$ cat config.mk
export PLATFORM = sky130hd
export DESIGN_NAME = ufmr_rx
export DESIGN_NICKNAME = d
export VERILOG_FILES = /design/src/logic/ufmr_pkg.sv /design/src/logic/ufmr_rx.sv /design/src/logic/ufmr_sync.sv
export VERILOG_INCLUDE_DIRS = /design/src /design/src/logic
export SDC_FILE = /design/constraint.sdc
export NUM_CORES = 1
export LEC_CHECK = 0
export BUFFER_PORTS_ARGS = -buffer_cell sky130_fd_sc_hd__buf_2
export CORE_ASPECT_RATIO = 1.75
export CORE_MARGIN = 2
export CORE_UTILIZATION = 51
export CTS_CLUSTER_DIAMETER = 30
export DETAILED_ROUTE_END_ITERATION = 6
export PLACE_DENSITY_LB_ADDON = 0.08
export SLEW_MARGIN = 40
export SYNTH_ARGS = -nofsm -noshare
export SYNTH_HDL_FRONTEND = slang
export SYNTH_SLANG_ARGS = --single-unit
$ cat constraint.sdc
create_clock -name clk_sys -period 2 [get_ports clk_sys]
set_input_delay 0.1 -clock clk_sys [delete_from_list [all_inputs] [get_ports clk_sys]]
set_output_delay 0.1 -clock clk_sys [all_outputs]
set_load 0.02 [all_outputs]
$ cat src/logic/ufmr_regs.svh
// constants of the write-only bus receiver
`ifndef UFMR_REGS_SVH
`define UFMR_REGS_SVH

`define UFMR_RST_CALL_ADDR 7'h03
`define UFMR_RST_CALL_BYTE1 8'hA5
`define UFMR_RST_CALL_BYTE2 8'h5A
`define UFMR_WRITE_BIT 1'b0
`define UFMR_LAST_DATA_BIT 4'h7
`define UFMR_ACK_SLOT 4'h8
`define UFMR_CNT_RESET 4'h0
`define UFMR_BYTE_RESET 8'h00
`define UFMR_LINE_IDLE 1'b1
`define UFMR_PULSE_RESET 1'b0

`endif

$ cat src/logic/ufmr_pkg.sv
// types of the write-only bus receiver
`default_nettype none
package ufmr_pkg;

    typedef enum logic [2:0] {
        S_IDLE  = 3'b000,
        S_ADDR  = 3'b001,
        S_DATA  = 3'b010,
        S_SW1   = 3'b011,
        S_SW2   = 3'b100,
        S_SWARM = 3'b101,
        S_SKIP  = 3'b110
    } ufmr_state_e;

endpackage
`default_nettype wire

$ cat src/logic/ufmr_rx.sv
// write-only bus receiver: framing, address match, byte stream, reset call
`timescale 1ns/1ps
`default_nettype none
`include "ufmr_regs.svh"

module ufmr_rx (
    input wire logic clk_sys,
    input wire logic rst_n,
    input wire logic usda_pin,
    input wire logic uscl_pin,
    input wire logic [6:0] own_addr,
    input wire logic [7:0] sub_addr1,
    input wire logic [7:0] sub_addr2,
    input wire logic [7:0] sub_addr3,
    input wire logic [7:0] all_call_addr,
    input wire logic [2:0] sub_address_enable,
    input wire logic all_call_enable,
    output logic [7:0] rx_data_r,
    output logic rx_valid_r,
    output logic rx_ctrl_r,
    output logic msg_start_r,
    output logic msg_stop_r,
    output logic soft_reset_call_r,
    output logic bus_idle_r
);
    import ufmr_pkg::*;

    ////////////////////////////////////////////////////////////////////////
    // line sampling

    logic [1:0] lines_s;
    logic scl_s;
    logic sda_s;
    logic scl_q_r;
    logic sda_q_r;

    // only inputs exist for the bus; no driver on the data line
    ufmr_sync #(.W(2)) u_sync (
        .clk_sys(clk_sys),
        .rst_n(rst_n),
        .async_in({uscl_pin, usda_pin}),
        .sync_out(lines_s)
    );

    assign scl_s = lines_s[1];
    assign sda_s = lines_s[0];

    always_ff @(posedge clk_sys) begin
        if (!rst_n) begin
            scl_q_r <= `UFMR_LINE_IDLE;
            sda_q_r <= `UFMR_LINE_IDLE;
        end else begin
            scl_q_r <= scl_s;
            sda_q_r <= sda_s;
        end
    end

    ////////////////////////////////////////////////////////////////////////
    // conditions and address decode

    function automatic logic addr_hit(input logic [7:0] b, input logic [7:0] stored, input logic en);
        addr_hit = en && (b[7:1] == stored[7:1]) && (b[0] == `UFMR_WRITE_BIT);
    endfunction

    ufmr_state_e state_r;
    ufmr_state_e state_nxt;
    logic [3:0] bit_cnt_r;
    logic [3:0] bit_cnt_nxt;
    logic [7:0] shift_r;
    logic ctrl_pend_r;

    wire scl_rise = scl_s && !scl_q_r;
    wire start_det = scl_s && scl_q_r && sda_q_r && !sda_s;
    wire stop_det = scl_s && scl_q_r && !sda_q_r && sda_s;
    wire framing = state_r != S_IDLE;
    wire bit_take = scl_rise && framing && !start_det && !stop_det;
    wire ack_slot = bit_cnt_r == `UFMR_ACK_SLOT;
    wire byte_done = bit_take && (bit_cnt_r == `UFMR_LAST_DATA_BIT);
    wire [7:0] new_byte = {shift_r[6:0], sda_s};
    wire hit_own = addr_hit(new_byte, {own_addr, `UFMR_WRITE_BIT}, 1'b1);
    wire hit_sub = addr_hit(new_byte, sub_addr1, sub_address_enable[0])
                || addr_hit(new_byte, sub_addr2, sub_address_enable[1])
                || addr_hit(new_byte, sub_addr3, sub_address_enable[2]);
    wire hit_all = addr_hit(new_byte, all_call_addr, all_call_enable);
    wire hit_any = hit_own || hit_sub || hit_all;
    wire hit_rst_call = new_byte == {`UFMR_RST_CALL_ADDR, `UFMR_WRITE_BIT};
    wire emit = byte_done && (state_r == S_DATA);
    wire accept = byte_done && (state_r == S_ADDR) && !hit_rst_call && hit_any;

    // ninth pulse closes the byte and its bit is dropped
    assign bit_cnt_nxt = (start_det || stop_det) ? `UFMR_CNT_RESET :
                         !bit_take ? bit_cnt_r :
                         ack_slot ? `UFMR_CNT_RESET :
                         4'(bit_cnt_r + 4'h1);

    ////////////////////////////////////////////////////////////////////////
    // message state machine

    always_comb begin
        state_nxt = state_r;
        if (start_det) begin
            state_nxt = S_ADDR;
        end else if (stop_det) begin
            state_nxt = S_IDLE;
        end else if (byte_done) begin
            case (state_r)
                S_ADDR: begin
                    if (hit_rst_call) begin
                        state_nxt = S_SW1;
                    end else if (hit_any) begin
                        state_nxt = S_DATA;
                    end else begin
                        state_nxt = S_SKIP;
                    end
                end
                S_SW1: begin
                    state_nxt = (new_byte == `UFMR_RST_CALL_BYTE1) ? S_SW2 : S_SKIP;
                end
                S_SW2: begin
                    state_nxt = (new_byte == `UFMR_RST_CALL_BYTE2) ? S_SWARM : S_SKIP;
                end
                S_DATA: begin
                    state_nxt = S_DATA;
                end
                S_SWARM: begin
                    state_nxt = S_SWARM;
                end
                S_SKIP: begin
                    state_nxt = S_SKIP;
                end
                default: begin
                    state_nxt = S_IDLE;
                end
            endcase
        end
    end

    always_ff @(posedge clk_sys) begin
        if (!rst_n) begin
            state_r <= S_IDLE;
            bit_cnt_r <= `UFMR_CNT_RESET;
        end else begin
            state_r <= state_nxt;
            bit_cnt_r <= bit_cnt_nxt;
        end
    end

    always_ff @(posedge clk_sys) begin
        if (!rst_n) begin
            shift_r <= `UFMR_BYTE_RESET;
        end else if (bit_take && !ack_slot) begin
            shift_r <= new_byte;
        end
    end

    // first byte after the address is the control byte
    always_ff @(posedge clk_sys) begin
        if (!rst_n) begin
            ctrl_pend_r <= `UFMR_PULSE_RESET;
        end else if (accept) begin
            ctrl_pend_r <= 1'b1;
        end else if (emit || start_det) begin
            ctrl_pend_r <= 1'b0;
        end
    end

    ////////////////////////////////////////////////////////////////////////
    // outputs

    always_ff @(posedge clk_sys) begin
        if (!rst_n) begin
            rx_data_r <= `UFMR_BYTE_RESET;
            rx_valid_r <= `UFMR_PULSE_RESET;
            rx_ctrl_r <= `UFMR_PULSE_RESET;
            msg_start_r <= `UFMR_PULSE_RESET;
            msg_stop_r <= `UFMR_PULSE_RESET;
            soft_reset_call_r <= `UFMR_PULSE_RESET;
            bus_idle_r <= `UFMR_LINE_IDLE;
        end else begin
            rx_valid_r <= emit;
            rx_ctrl_r <= emit && ctrl_pend_r;
            if (emit) begin
                rx_data_r <= new_byte;
            end
            msg_start_r <= accept;
            msg_stop_r <= (stop_det || start_det) && (state_r == S_DATA);
            soft_reset_call_r <= stop_det && (state_r == S_SWARM);
            bus_idle_r <= (state_nxt == S_IDLE) && scl_s && sda_s;
        end
    end

    ////////////////////////////////////////////////////////////////////////
    // checks

    a_stop_closes: assert property (@(posedge clk_sys) disable iff (!rst_n)
        stop_det |=> state_r == S_IDLE && bit_cnt_r == `UFMR_CNT_RESET)
        else $error("stop did not return receiver to idle");

    a_start_reframes: assert property (@(posedge clk_sys) disable iff (!rst_n)
        start_det |=> state_r == S_ADDR && bit_cnt_r == `UFMR_CNT_RESET)
        else $error("start did not restart byte framing");

    a_ninth_dropped: assert property (@(posedge clk_sys) disable iff (!rst_n)
        bit_take && ack_slot |=> bit_cnt_r == `UFMR_CNT_RESET && $stable(shift_r))
        else $error("ninth bit was not ignored");

    a_bit_per_edge: assert property (@(posedge clk_sys) disable iff (!rst_n)
        !scl_rise |=> $stable(shift_r))
        else $error("data shifted without a clock rising edge");

    a_byte_emitted: assert property (@(posedge clk_sys) disable iff (!rst_n)
        emit |=> rx_valid_r && rx_data_r == $past(new_byte) && state_r == S_DATA)
        else $error("data byte not delivered or message closed early");

    a_reset_call: assert property (@(posedge clk_sys) disable iff (!rst_n)
        soft_reset_call_r |-> $past(stop_det) && $past(state_r) == S_SWARM)
        else $error("reset call pulse without full sequence and stop");

    a_addr_gate: assert property (@(posedge clk_sys) disable iff (!rst_n)
        byte_done && state_r == S_ADDR && !hit_any |=> state_r != S_DATA && !msg_start_r)
        else $error("unmatched or disabled address accepted");

    a_ctrl_first: assert property (@(posedge clk_sys) disable iff (!rst_n)
        accept ##1 (!start_det && !stop_det && !emit)[*1] |-> ctrl_pend_r)
        else $error("control byte marker lost after address");

    a_idle_level: assert property (@(posedge clk_sys) disable iff (!rst_n)
        state_r == S_IDLE && !start_det && scl_s && sda_s |=> bus_idle_r)
        else $error("idle bus not reported");

    a_no_idle_busy: assert property (@(posedge clk_sys) disable iff (!rst_n)
        bus_idle_r |-> state_r == S_IDLE)
        else $error("idle reported while framing");
endmodule
`default_nettype wire

$ cat src/logic/ufmr_sync.sv
// two-flop synchroniser for the bus lines
`timescale 1ns/1ps
`default_nettype none
`include "ufmr_regs.svh"

module ufmr_sync #(
    parameter int W = 2
) (
    input wire logic clk_sys,
    input wire logic rst_n,
    input wire logic [W-1:0] async_in,
    output logic [W-1:0] sync_out
);
    logic [W-1:0] meta_r;

    // lines reset to their idle level
    always_ff @(posedge clk_sys) begin
        if (!rst_n) begin
            meta_r <= {W{`UFMR_LINE_IDLE}};
            sync_out <= {W{`UFMR_LINE_IDLE}};
        end else begin
            meta_r <= async_in;
            sync_out <= meta_r;
        end
    end
endmodule
`default_nettype wire

Word level (Yosys, flattened, before mapping)
Index checks and enable logic that the tools add are counted.
Storage, ports and cells
  bits in registers: 35
  input bits: 47
  logic and storage cells: 91
  output and inout bits: 14
Operators by class
  bitwise gates (word level): 2
  $add $sub $neg: 1
  reductions and logical operators: 46
  mux-type cells: 11
  equal/unequal tests: 16
Operator list (count)
  == test 7 bit: 5
  logical AND 1 bit: 29
  one-hot mux 3 bit (6 select lines): 1
  2-to-1 mux 3 bit: 5
  == test 3 bit, second input constant: 3
  == test 8 x 3 -> 1 bit, second input constant: 1
  == test 8 x 7 -> 1 bit, second input constant: 1
  == test 8 bit, second input constant: 1
  zero test 1 bit: 7
  == test 3 x 2 -> 1 bit, second input constant: 2
  logical OR 1 bit: 6
  adder 4 x 1 -> 4 bit, second input constant: 1
  == test 4 x 3 -> 1 bit, second input constant: 1
  == test 4 bit, second input constant: 1
  2-to-1 mux 2 bit: 2
  2-to-1 mux 4 bit: 1
  == test 3 x 1 -> 1 bit, second input constant: 1
  zero test 3 bit: 1
  nonzero test 3 bit: 1
  2-to-1 mux 1 bit: 2
  inverter 1 bit: 2
  nonzero test 2 bit: 1
  OR reduction 2 bit: 1

Longest topological paths before layout
Gate-level depths: netlist of run 1.
  word-level depth: 16
  gate-level depth with buffers: 7
  mapped depth without buffers: 7

Cells and area by module
From an unflattened synthesis of run 1, not the netlist that was laid out.
Second synthesis, totals
  cell total of the unflattened synthesis: 214
  area, all modules: 1905.6 sq um
Modules (own cells, without submodules)
  ufmr_rx: area each 1800.5 sq um, instances 1, seq. area each 620.6 sq um, cells each 206
  ufmr_sync: area each 105.1 sq um, instances 1, seq. area each 80.1 sq um, cells each 8

Worst setup path before layout of run 1
No wires, ideal clock.
  path type: flip-flop to flip-flop
  start point: register bit_cnt_r[1]
  end point: register ctrl_pend_r
  path buffers: 1
  required time: 1.884 ns
  setup time: 0.116 ns
  period minus slack after synthesis: 1.733 ns
  data arrival time: 1.617 ns
  cell stages (with the launch flop): 8
  setup slack: 0.267 ns
  cell sequence: dfxtp_1 > ha_1 > nand3b_1 > nor4b_4 > and3_1 > buf_2 > nor3_1 > a41o_1
Between the ends
  longest elaborated chain between the ends: 6
  elaborated cells between the ends (all ways): 9
  classes of those cells: eq/ne (1); mux (1); reduce/logical (7)
Ends and longest elaborated chain
  start: declaration: line ufmr_rx.sv:67  | logic [3:0] bit_cnt_r;
  start signal: assignment: line ufmr_rx.sv:141  | bit_cnt_r <= `UFMR_CNT_RESET;
  start signal: assignment: line ufmr_rx.sv:144  | bit_cnt_r <= bit_cnt_nxt;
  == test 4 x 3 -> 1 bit (no source line) (*)
  logical AND 1 bit (*): line ufmr_rx.sv:78  | wire byte_done = bit_take && (bit_cnt_r == `UFMR_LAST_DATA_BIT);
  logical AND 1 bit (3 in a row): line ufmr_rx.sv:88  | wire accept = byte_done && (state_r == S_ADDR) && !hit_rst_call && hit_any;
  2-to-1 mux 1 bit or nonzero test 2 bit (tied branches)
  end signal: assignment: line ufmr_rx.sv:159  | ctrl_pend_r <= `UFMR_PULSE_RESET;
  end: declaration: line ufmr_rx.sv:70  | logic ctrl_pend_r;
Mark *: on every way between the ends. The rest lies on a longest branch, timed or not.
A chain may end at the register's enable or synchronous reset.

Final worst setup path of run 1
  start point: register shift_r[3]
  end point: register msg_start_r
Between the ends
  longest elaborated chain between the ends: 8
  elaborated cells between the ends (all ways): 22
  classes of those cells: eq/ne (6); reduce/logical (16)
Ends and longest elaborated chain
  start: declaration: line ufmr_rx.sv:69  | logic [7:0] shift_r;
  start signal: assignment: line ufmr_rx.sv:150  | shift_r <= `UFMR_BYTE_RESET;
  start signal: assignment: line ufmr_rx.sv:152  | shift_r <= new_byte;
  == test 7 bit: line ufmr_rx.sv:62  | addr_hit = en && (b[7:1] == stored[7:1]) && (b[0] == `UFMR_WRITE_BIT);
  logical AND 1 bit (2 in a row): line ufmr_rx.sv:62
  logical OR 1 bit: line ufmr_rx.sv:82  | || addr_hit(new_byte, sub_addr2, sub_address_enable[1])
  logical OR 1 bit: line ufmr_rx.sv:83  | || addr_hit(new_byte, sub_addr3, sub_address_enable[2]);
  logical OR 1 bit (2 in a row): line ufmr_rx.sv:85  | wire hit_any = hit_own || hit_sub || hit_all;
  logical AND 1 bit (*): line ufmr_rx.sv:88
  end signal: assignment: line ufmr_rx.sv:175  | msg_start_r <= `UFMR_PULSE_RESET;
  end signal: assignment: line ufmr_rx.sv:185  | msg_start_r <= accept;
  end: declaration: line ufmr_rx.sv:21  | output logic msg_start_r,
Marked as above.

==> results of run 1 <==
==> how the worst max path moves through the flow <==
stage               cells after the start      endpoint  slack [ns]          from
finish                                  6   msg_start_r        0.17    shift_r[3]
global route                            8  rx_data_r[7]        0.05  bit_cnt_r[1]
CTS                                     6    bus_idle_r        0.03    shift_r[3]
detailed placement                      6    bus_idle_r        0.08    shift_r[3]
global placement                        6    bus_idle_r        0.09    shift_r[3]
floorplan                               7   ctrl_pend_r        0.27  bit_cnt_r[1]
==> cell families after synthesis <==
| group | count (synthesis) | share of synthesized area, % |
|---|---|---|
| flops | 35 | 36.25 |
| mux | 11 | 5.761 |
| fa+ha+maj | 2 | 1.294 |
| buf+inv | 18 | 4.077 |
| compound gates | 29 | 10.29 |
| xor+xnor | 36 | 16.31 |
| simple gates | 90 | 26.02 |
==> timing repair <==
item                                    in CTS  in global routing
resized for setup                            0                  2
hold buffers                                 2                  0
endpoints found under the hold margin        2                  0
endpoints found under the setup margin       0                  1
setup buffers                                0                  0
==> routing by layer <==
layer	GRT usage (%)	wire length [um]	vias up
met5	0	0	-
met4	10.32	108	0
met3	4.577	249	8
met2	46.77	2502	51
met1	22.56	1757	813
li1	-	-	898
==> cells in the mapped netlist, drive strengths merged, types with 2 or more instances <==
| cell | number |
|---|---|
| dfxtp | 35 |
| nand2 | 27 |
| xnor2 | 19 |
| xor2 | 17 |
| nor2 | 12 |
| mux2i | 10 |
| a21boi | 9 |
| buf | 9 |
| nand4 | 8 |
| nor2b | 8 |
| o21ai | 8 |
| nand2b | 7 |
| clkbuf | 5 |
| nand3 | 5 |
| inv | 4 |
| nor3 | 4 |
| a21oi | 3 |
| nor4 | 3 |
| nor4b | 3 |
| o31ai | 3 |
| and3 | 2 |
| and4 | 2 |
| and4b | 2 |
| ha | 2 |
| nor3b | 2 |
==> through the flow <==
| stage | util (%) | std cells | cell area [um^2] | setup slack (ns) | hold WS, ns |
|---|---|---|---|---|---|
| finish | 69.76 | 338 | 2531 | 0.1721 | 0.1211 |
| global route | 69.76 | 338 | 2531 | 0.05183 | 0.1354 |
| global placement | 65.10 | 328 | 2362 | 0.08948 | 0.2807 |
| detailed placement | 65.10 | 328 | 2362 | 0.07958 | 0.2870 |
| floorplan | - | 221 | 1933 | 0.2666 | 0.1958 |
| CTS | 69.41 | 338 | 2519 | 0.03496 | 0.1180 |
==> cell usage in the layout (no fill, tap or decap), types with 3 or more instances in the layout <==
cell type / instances
nor3_1: 3
xnor2_1: 19
mux2i_1: 10
nor2b_1: 8
nand2_1: 27
nor4_1: 3
nand4_1: 8
nand3_1: 5
nand2b_1: 7
dfxtp_1: 35
o31ai_1: 3
buf_4: 18
xor2_1: 17
a21oi_1: 3
inv_1: 4
buf_2: 56
a21boi_0: 9
clkbuf_8: 5
nor2_1: 12
o21ai_0: 7
==> layout make-up <==
| class | instances | area [um^2] | share of cell area (%) |
|---|---|---|---|
| Clock buffer | 5 | 68.82 | 2.719 |
| Clock inverter | 3 | 67.56 | 2.669 |
| Inverter | 4 | 15.01 | 0.5932 |
| Multi-Input combinational cell | 168 | 1166 | 46.07 |
| Sequential cell | 35 | 700.7 | 27.68 |
| Tap cell | 46 | 57.56 | 2.274 |
| Timing Repair Buffer | 77 | 455.4 | 17.99 |
==> report_power, final <==
group / internal [mW] / switching, mW
Combinational: 0.0729 / 0.0585
Clock: 0.497 / 0.258
Sequential: 0.704 / 0.00334
Total: 1.27 / 0.320
==> state kept, by name, indices dropped and copies added, names as in the netlist <==
signal,flops
bus_idle_r,1
u_sync.meta_r,2
sda_q_r,1
msg_start_r,1
scl_q_r,1
rx_ctrl_r,1
rx_valid_r,1
ctrl_pend_r,1
bit_cnt_r,4
shift_r,7
u_sync.sync_out,2
soft_reset_call_r,1
msg_stop_r,1
state_r,3
rx_data_r,8
==> worst register-to-register path, cell delays in order (launching register included) <==
cell	delay (ns)
dfxtp_1	0.58
xor2_1	0.12
nor4_1	0.32
nand4_1	0.17
o211ai_1	0.18
or2_2	0.21
and4_1	0.20
==> out/results.tsv, run 1 <==
metric	value	unit
RSZ-0062 raised after global routing	false	
initial core utilization	53.28	%
HP Start	rst_n	
Slew Viols, Final	0	
H-Tree Depth	2	
cell area after synthesis	0.001933	mm^2
top cell type's share of synthesized area	36.25	%
worst skew pair latency	0.29	ns
Core Region	0.003628	mm^2
DR vias/cell	5.237	
final worst-path cycle share	91.39	%
wire per inst	13.66	um
final setup fails	0	
initial antenna violation count	0	
Hold Path Cell Cnt	2	
number of port buffers	56	
crit start category	register	
Die X	50.54	um
Mapped Cells	221	
area delta synth->final	30.94	%
Yosys top cell by area	dfxtp_1	
final setup TNS	0	ns
maximum clock path buffer count	2	
DP HPWL	3.570	mm
drt pass-1 iters	4	
max_slew headroom	62.58	%
CTS sink count	35	
via count	1770	
largest cells by area after synthesis	dfxtp_1 36%, xnor2_1 8.6%, xor2_1 7.7%	
Diodes inserted	0	
main flop type after synthesis	dfxtp_1	
Filler cells	335	
Max Clk Rate	547.1	MHz
crit path DAT	2.06	ns
Worst Path Buf+Inv	0	
Synth Area per Inst	8.747	um^2
Root Buffer	clkbuf_8	
gr usage total	23.74	%
CP Cell Sequence	xor2_1 -> nor4_1 -> nand4_1 -> o211ai_1 -> or2_2 -> and4_1	
die height	85.45	um
Req. time, crit path	2.23	ns
crit-path leading delay family	simple AND/OR/NAND/NOR gates	
Seq/Total Area, Yosys	36.25	%
fin nets	340	
synthesized net count	270	
GP Congestion	0.8301	
share of layout cells above drive strength 1	30.82	%
CTS buffer count	5	
skew final	0.006605	ns
leakage power	1.119	nW
die area	0.004318	mm^2
Tot Pwr	1.594	mW
Antenna Nets Post-Route	0	
Synth Warn #	0	
FF-to-FF path depth	6	
I/O pins	61	
crit path max fanout	7	
Final min period	1.828	ns
DR iter-0 viols	21	
global route overflow	0	
Worst setup EP type	register	
largest net degree at the start of global routing	17	
Post-synth EDFFs	0	
worst hold path class	primary input to register	
delay of the slowest critical-path stage	0.58	ns
final WL	4.616	mm
DRC	0	
WS Path Type	register to register	
Hold EP	u_sync.sync_out[1]	
Final Hold Viols	0	
power density over the cells	629.6	mW/mm^2
Worst IR Drop VDD	747.2	uV
number of synthesized register bits	35	
Tightest Pin Transition	0.5612	ns
status	complete, no violations	
CTS tree	yes	
std cell rows	29	
first-pass GRT wire length	7.859	mm
number of max-cap violations	0	
Post-synth ARST share	0	%
CP max stage cell	dfxtp_1	
R2R Setup Slk	0.17	ns
CTS clock-pin slew for the worst setup and hold paths	0.07	ns
Reg-to-Reg Start	shift_r[3]	
vias in the first global route	1819	
Worst R2R End	msg_start_r	
Cell variety after synth	40	
(Power assumes the default switching activity.)
==> run 2: changes to the inputs <==
- BUFFER_PORTS_ARGS: -buffer_cell sky130_fd_sc_hd__buf_2 -> -buffer_cell sky130_fd_sc_hd__buf_4
==> run 2 against run 1 <==
Compared with the run above: clock-buffer cell count unchanged; via count increased by 0.34%; clock skew about the same; critical endpoint is now bus_idle_r; largest power group is now registers.
==> out/results.tsv, run 2 (synthesized netlist as in run 1, its figures left out) <==
metric	value	unit
area delta synth->final	37.67	%
most frequent CP cell	buf_4	
Req. time, crit path	2.16	ns
I/O pins	61	
Root Buffer	clkbuf_8	
skew final	0.006332	ns
Diodes inserted	0	
gr usage total	23.47	%
leakage power	1.151	nW
final setup TNS	0	ns
wire per inst	13.76	um
power density over the cells	552.8	mW/mm^2
die height	85.45	um
DR vias/cell	5.239	
largest net degree at the start of global routing	31	
final setup fails	0	
biggest regs	rx_data_r x8, shift_r x7, bit_cnt_r x4	
maximum clock path buffer count	2	
Reg-to-Reg Start	bit_cnt_r[1]	
DR iter-0 viols	30	
worst hold path class	primary input to register	
crit start category	register	
Seq pwr share	48.1	%
worst skew pair latency	0.29	ns
Slew Viols, Final	0	
final worst-path cycle share	94.03	%
global route overflow	0	
Antenna Nets Post-Route	0	
Worst setup EP type	register	
Switch Pwr	308.0	uW
R2R Setup Slk	0.12	ns
CP Cell Sequence	ha_1 -> nand3b_1 -> nor4b_4 -> buf_4 -> buf_4 -> a21oi_1 -> o31ai_1 -> a31oi_1	
CTS tree	yes	
largest register by flop count	rx_data_r	
die area	0.004318	mm^2
Largest register FFs	8	
Tightest Pin Transition	0.5281	ns
Core Region	0.003628	mm^2
Die X	50.54	um
DP HPWL	3.597	mm
clock power share	41.4	%
Worst Path Buf+Inv	2	
max_slew headroom	64.79	%
most frequent cells in the layout	76 x buf_4, 35 x dfxtp_1, 27 x nand2_1, 19 x xnor2_1, 17 x xor2_1	
P_int	1.163	mW
CTS buffer count	5	
RSZ-0062 raised after global routing	false	
final WL	4.666	mm
HP Start	rst_n	
commonest non-fill, non-tap cell in the layout	buf_4	
status	complete, no violations	
delay of the slowest critical-path stage	0.37	ns
Combinational Power Share	10.5	%
Net Sw Frac	20.94	%
Max Clk Rate	531.7	MHz
Worst R2R End	bus_idle_r	
CTS sink count	35	
crit path max fanout	7	
initial antenna violation count	0	
number of port buffers	56	
number of max-cap violations	0	
WS Path Type	register to register	
Final Hold Viols	0	
crit path DAT	2.05	ns
drt pass-1 iters	4	
via count	1776	
fin nets	342	
Final min period	1.881	ns
FF-to-FF path depth	8	
CTS clock-pin slew for the worst setup and hold paths	0.07	ns
Tot Pwr	1.471	mW
std cell rows	29	
initial core utilization	53.28	%
Worst IR Drop VDD	783.1	uV
GP Congestion	0.8342	
critical path depth	8	
vias in the first global route	1789	
CP max stage cell	dfxtp_1	
H-Tree Depth	2	
first-pass GRT wire length	7.665	mm
Hold EP	scl_q_r	
share of layout cells above drive strength 1	31.40	%
crit-path leading delay family	simple AND/OR/NAND/NOR gates	
Hold Path Cell Cnt	2	
DRC	0	
## run 2: changes by cell type in the layout (fill, tap and decap cells not counted)
cell	delta
buf_4	+58
and3_1	-1
buf_2	-56
and3_4	+1
bufinv_16	-1
## run 2: stage by stage
stage	setup slack (ns)	area [um^2]	util [%]	std cells	hold slack, ns
CTS	0.07239	2636	72.66	338	0.1320
detailed placement	0.08164	2510	69.17	329	0.2888
floorplan	0.2666	1933	-	221	0.1958
finish	0.1193	2661	73.34	339	0.1353
global route	0.003952	2661	73.34	339	0.1492
global placement	0.1109	2510	69.17	329	0.2849
## run 2: repair_timing
action,CTS,global route
setup endpoints to repair,0,8
buffers inserted,0,1
hold buffers,2,0
hold endpoints to repair,2,0
gates resized for setup,0,3
## run 2: power groups by stage
stage / Sequential [mW] / Combinational (mW) / Clock (mW)
3_3_place_gp: 0.723 / 0.150 / 0
5_1_grt: 0.708 / 0.167 / 0.649
6_report: 0.707 / 0.154 / 0.609
3_5_place_dp: 0.723 / 0.152 / 0
2_1_floorplan: 0.726 / 0.0625 / 0
4_1_cts: 0.707 / 0.155 / 0.623
## run 2: per-layer routing
layer	track usage [%]	wire length, um	up-vias
li1	-	-	899
met1	21.83	1706	821
met2	45.33	2628	47
met3	5.106	231	9
met4	12.29	99	0
met5	0	0	-
## run 2: cell type report
class	instances	area (um^2)
clock buffers	5	68.82
clock inverters	2	37.54
fillers	306	967.2
inverters	4	15.01
multi-input cells	168	1171
flip-flops and latches	35	700.7
well taps	46	57.56
repair buffers	79	610.6
## run 2: worst reg2reg max path: cells and delay by family (launching register included)
family | cells | cell delay [ns]
adders and majority gates | 1 | 0.17
AOI/OAI and AO/OA | 3 | 0.44
buffers and inverters | 2 | 0.33
and+or+nand+nor | 2 | 0.46
DFF | 1 | 0.37
## run 2: how the worst max path moves through the flow
| stage | endpoint | slack, ns | start |
|---|---|---|---|
| CTS | bus_idle_r | 0.07 | shift_r[6] |
| global route | bus_idle_r | 0.004 | bit_cnt_r[1] |
| finish | bus_idle_r | 0.12 | bit_cnt_r[1] |
| detailed placement | bus_idle_r | 0.08 | bit_cnt_r[1] |
| global placement | bus_idle_r | 0.11 | bit_cnt_r[1] |
| floorplan | ctrl_pend_r | 0.27 | bit_cnt_r[1] |
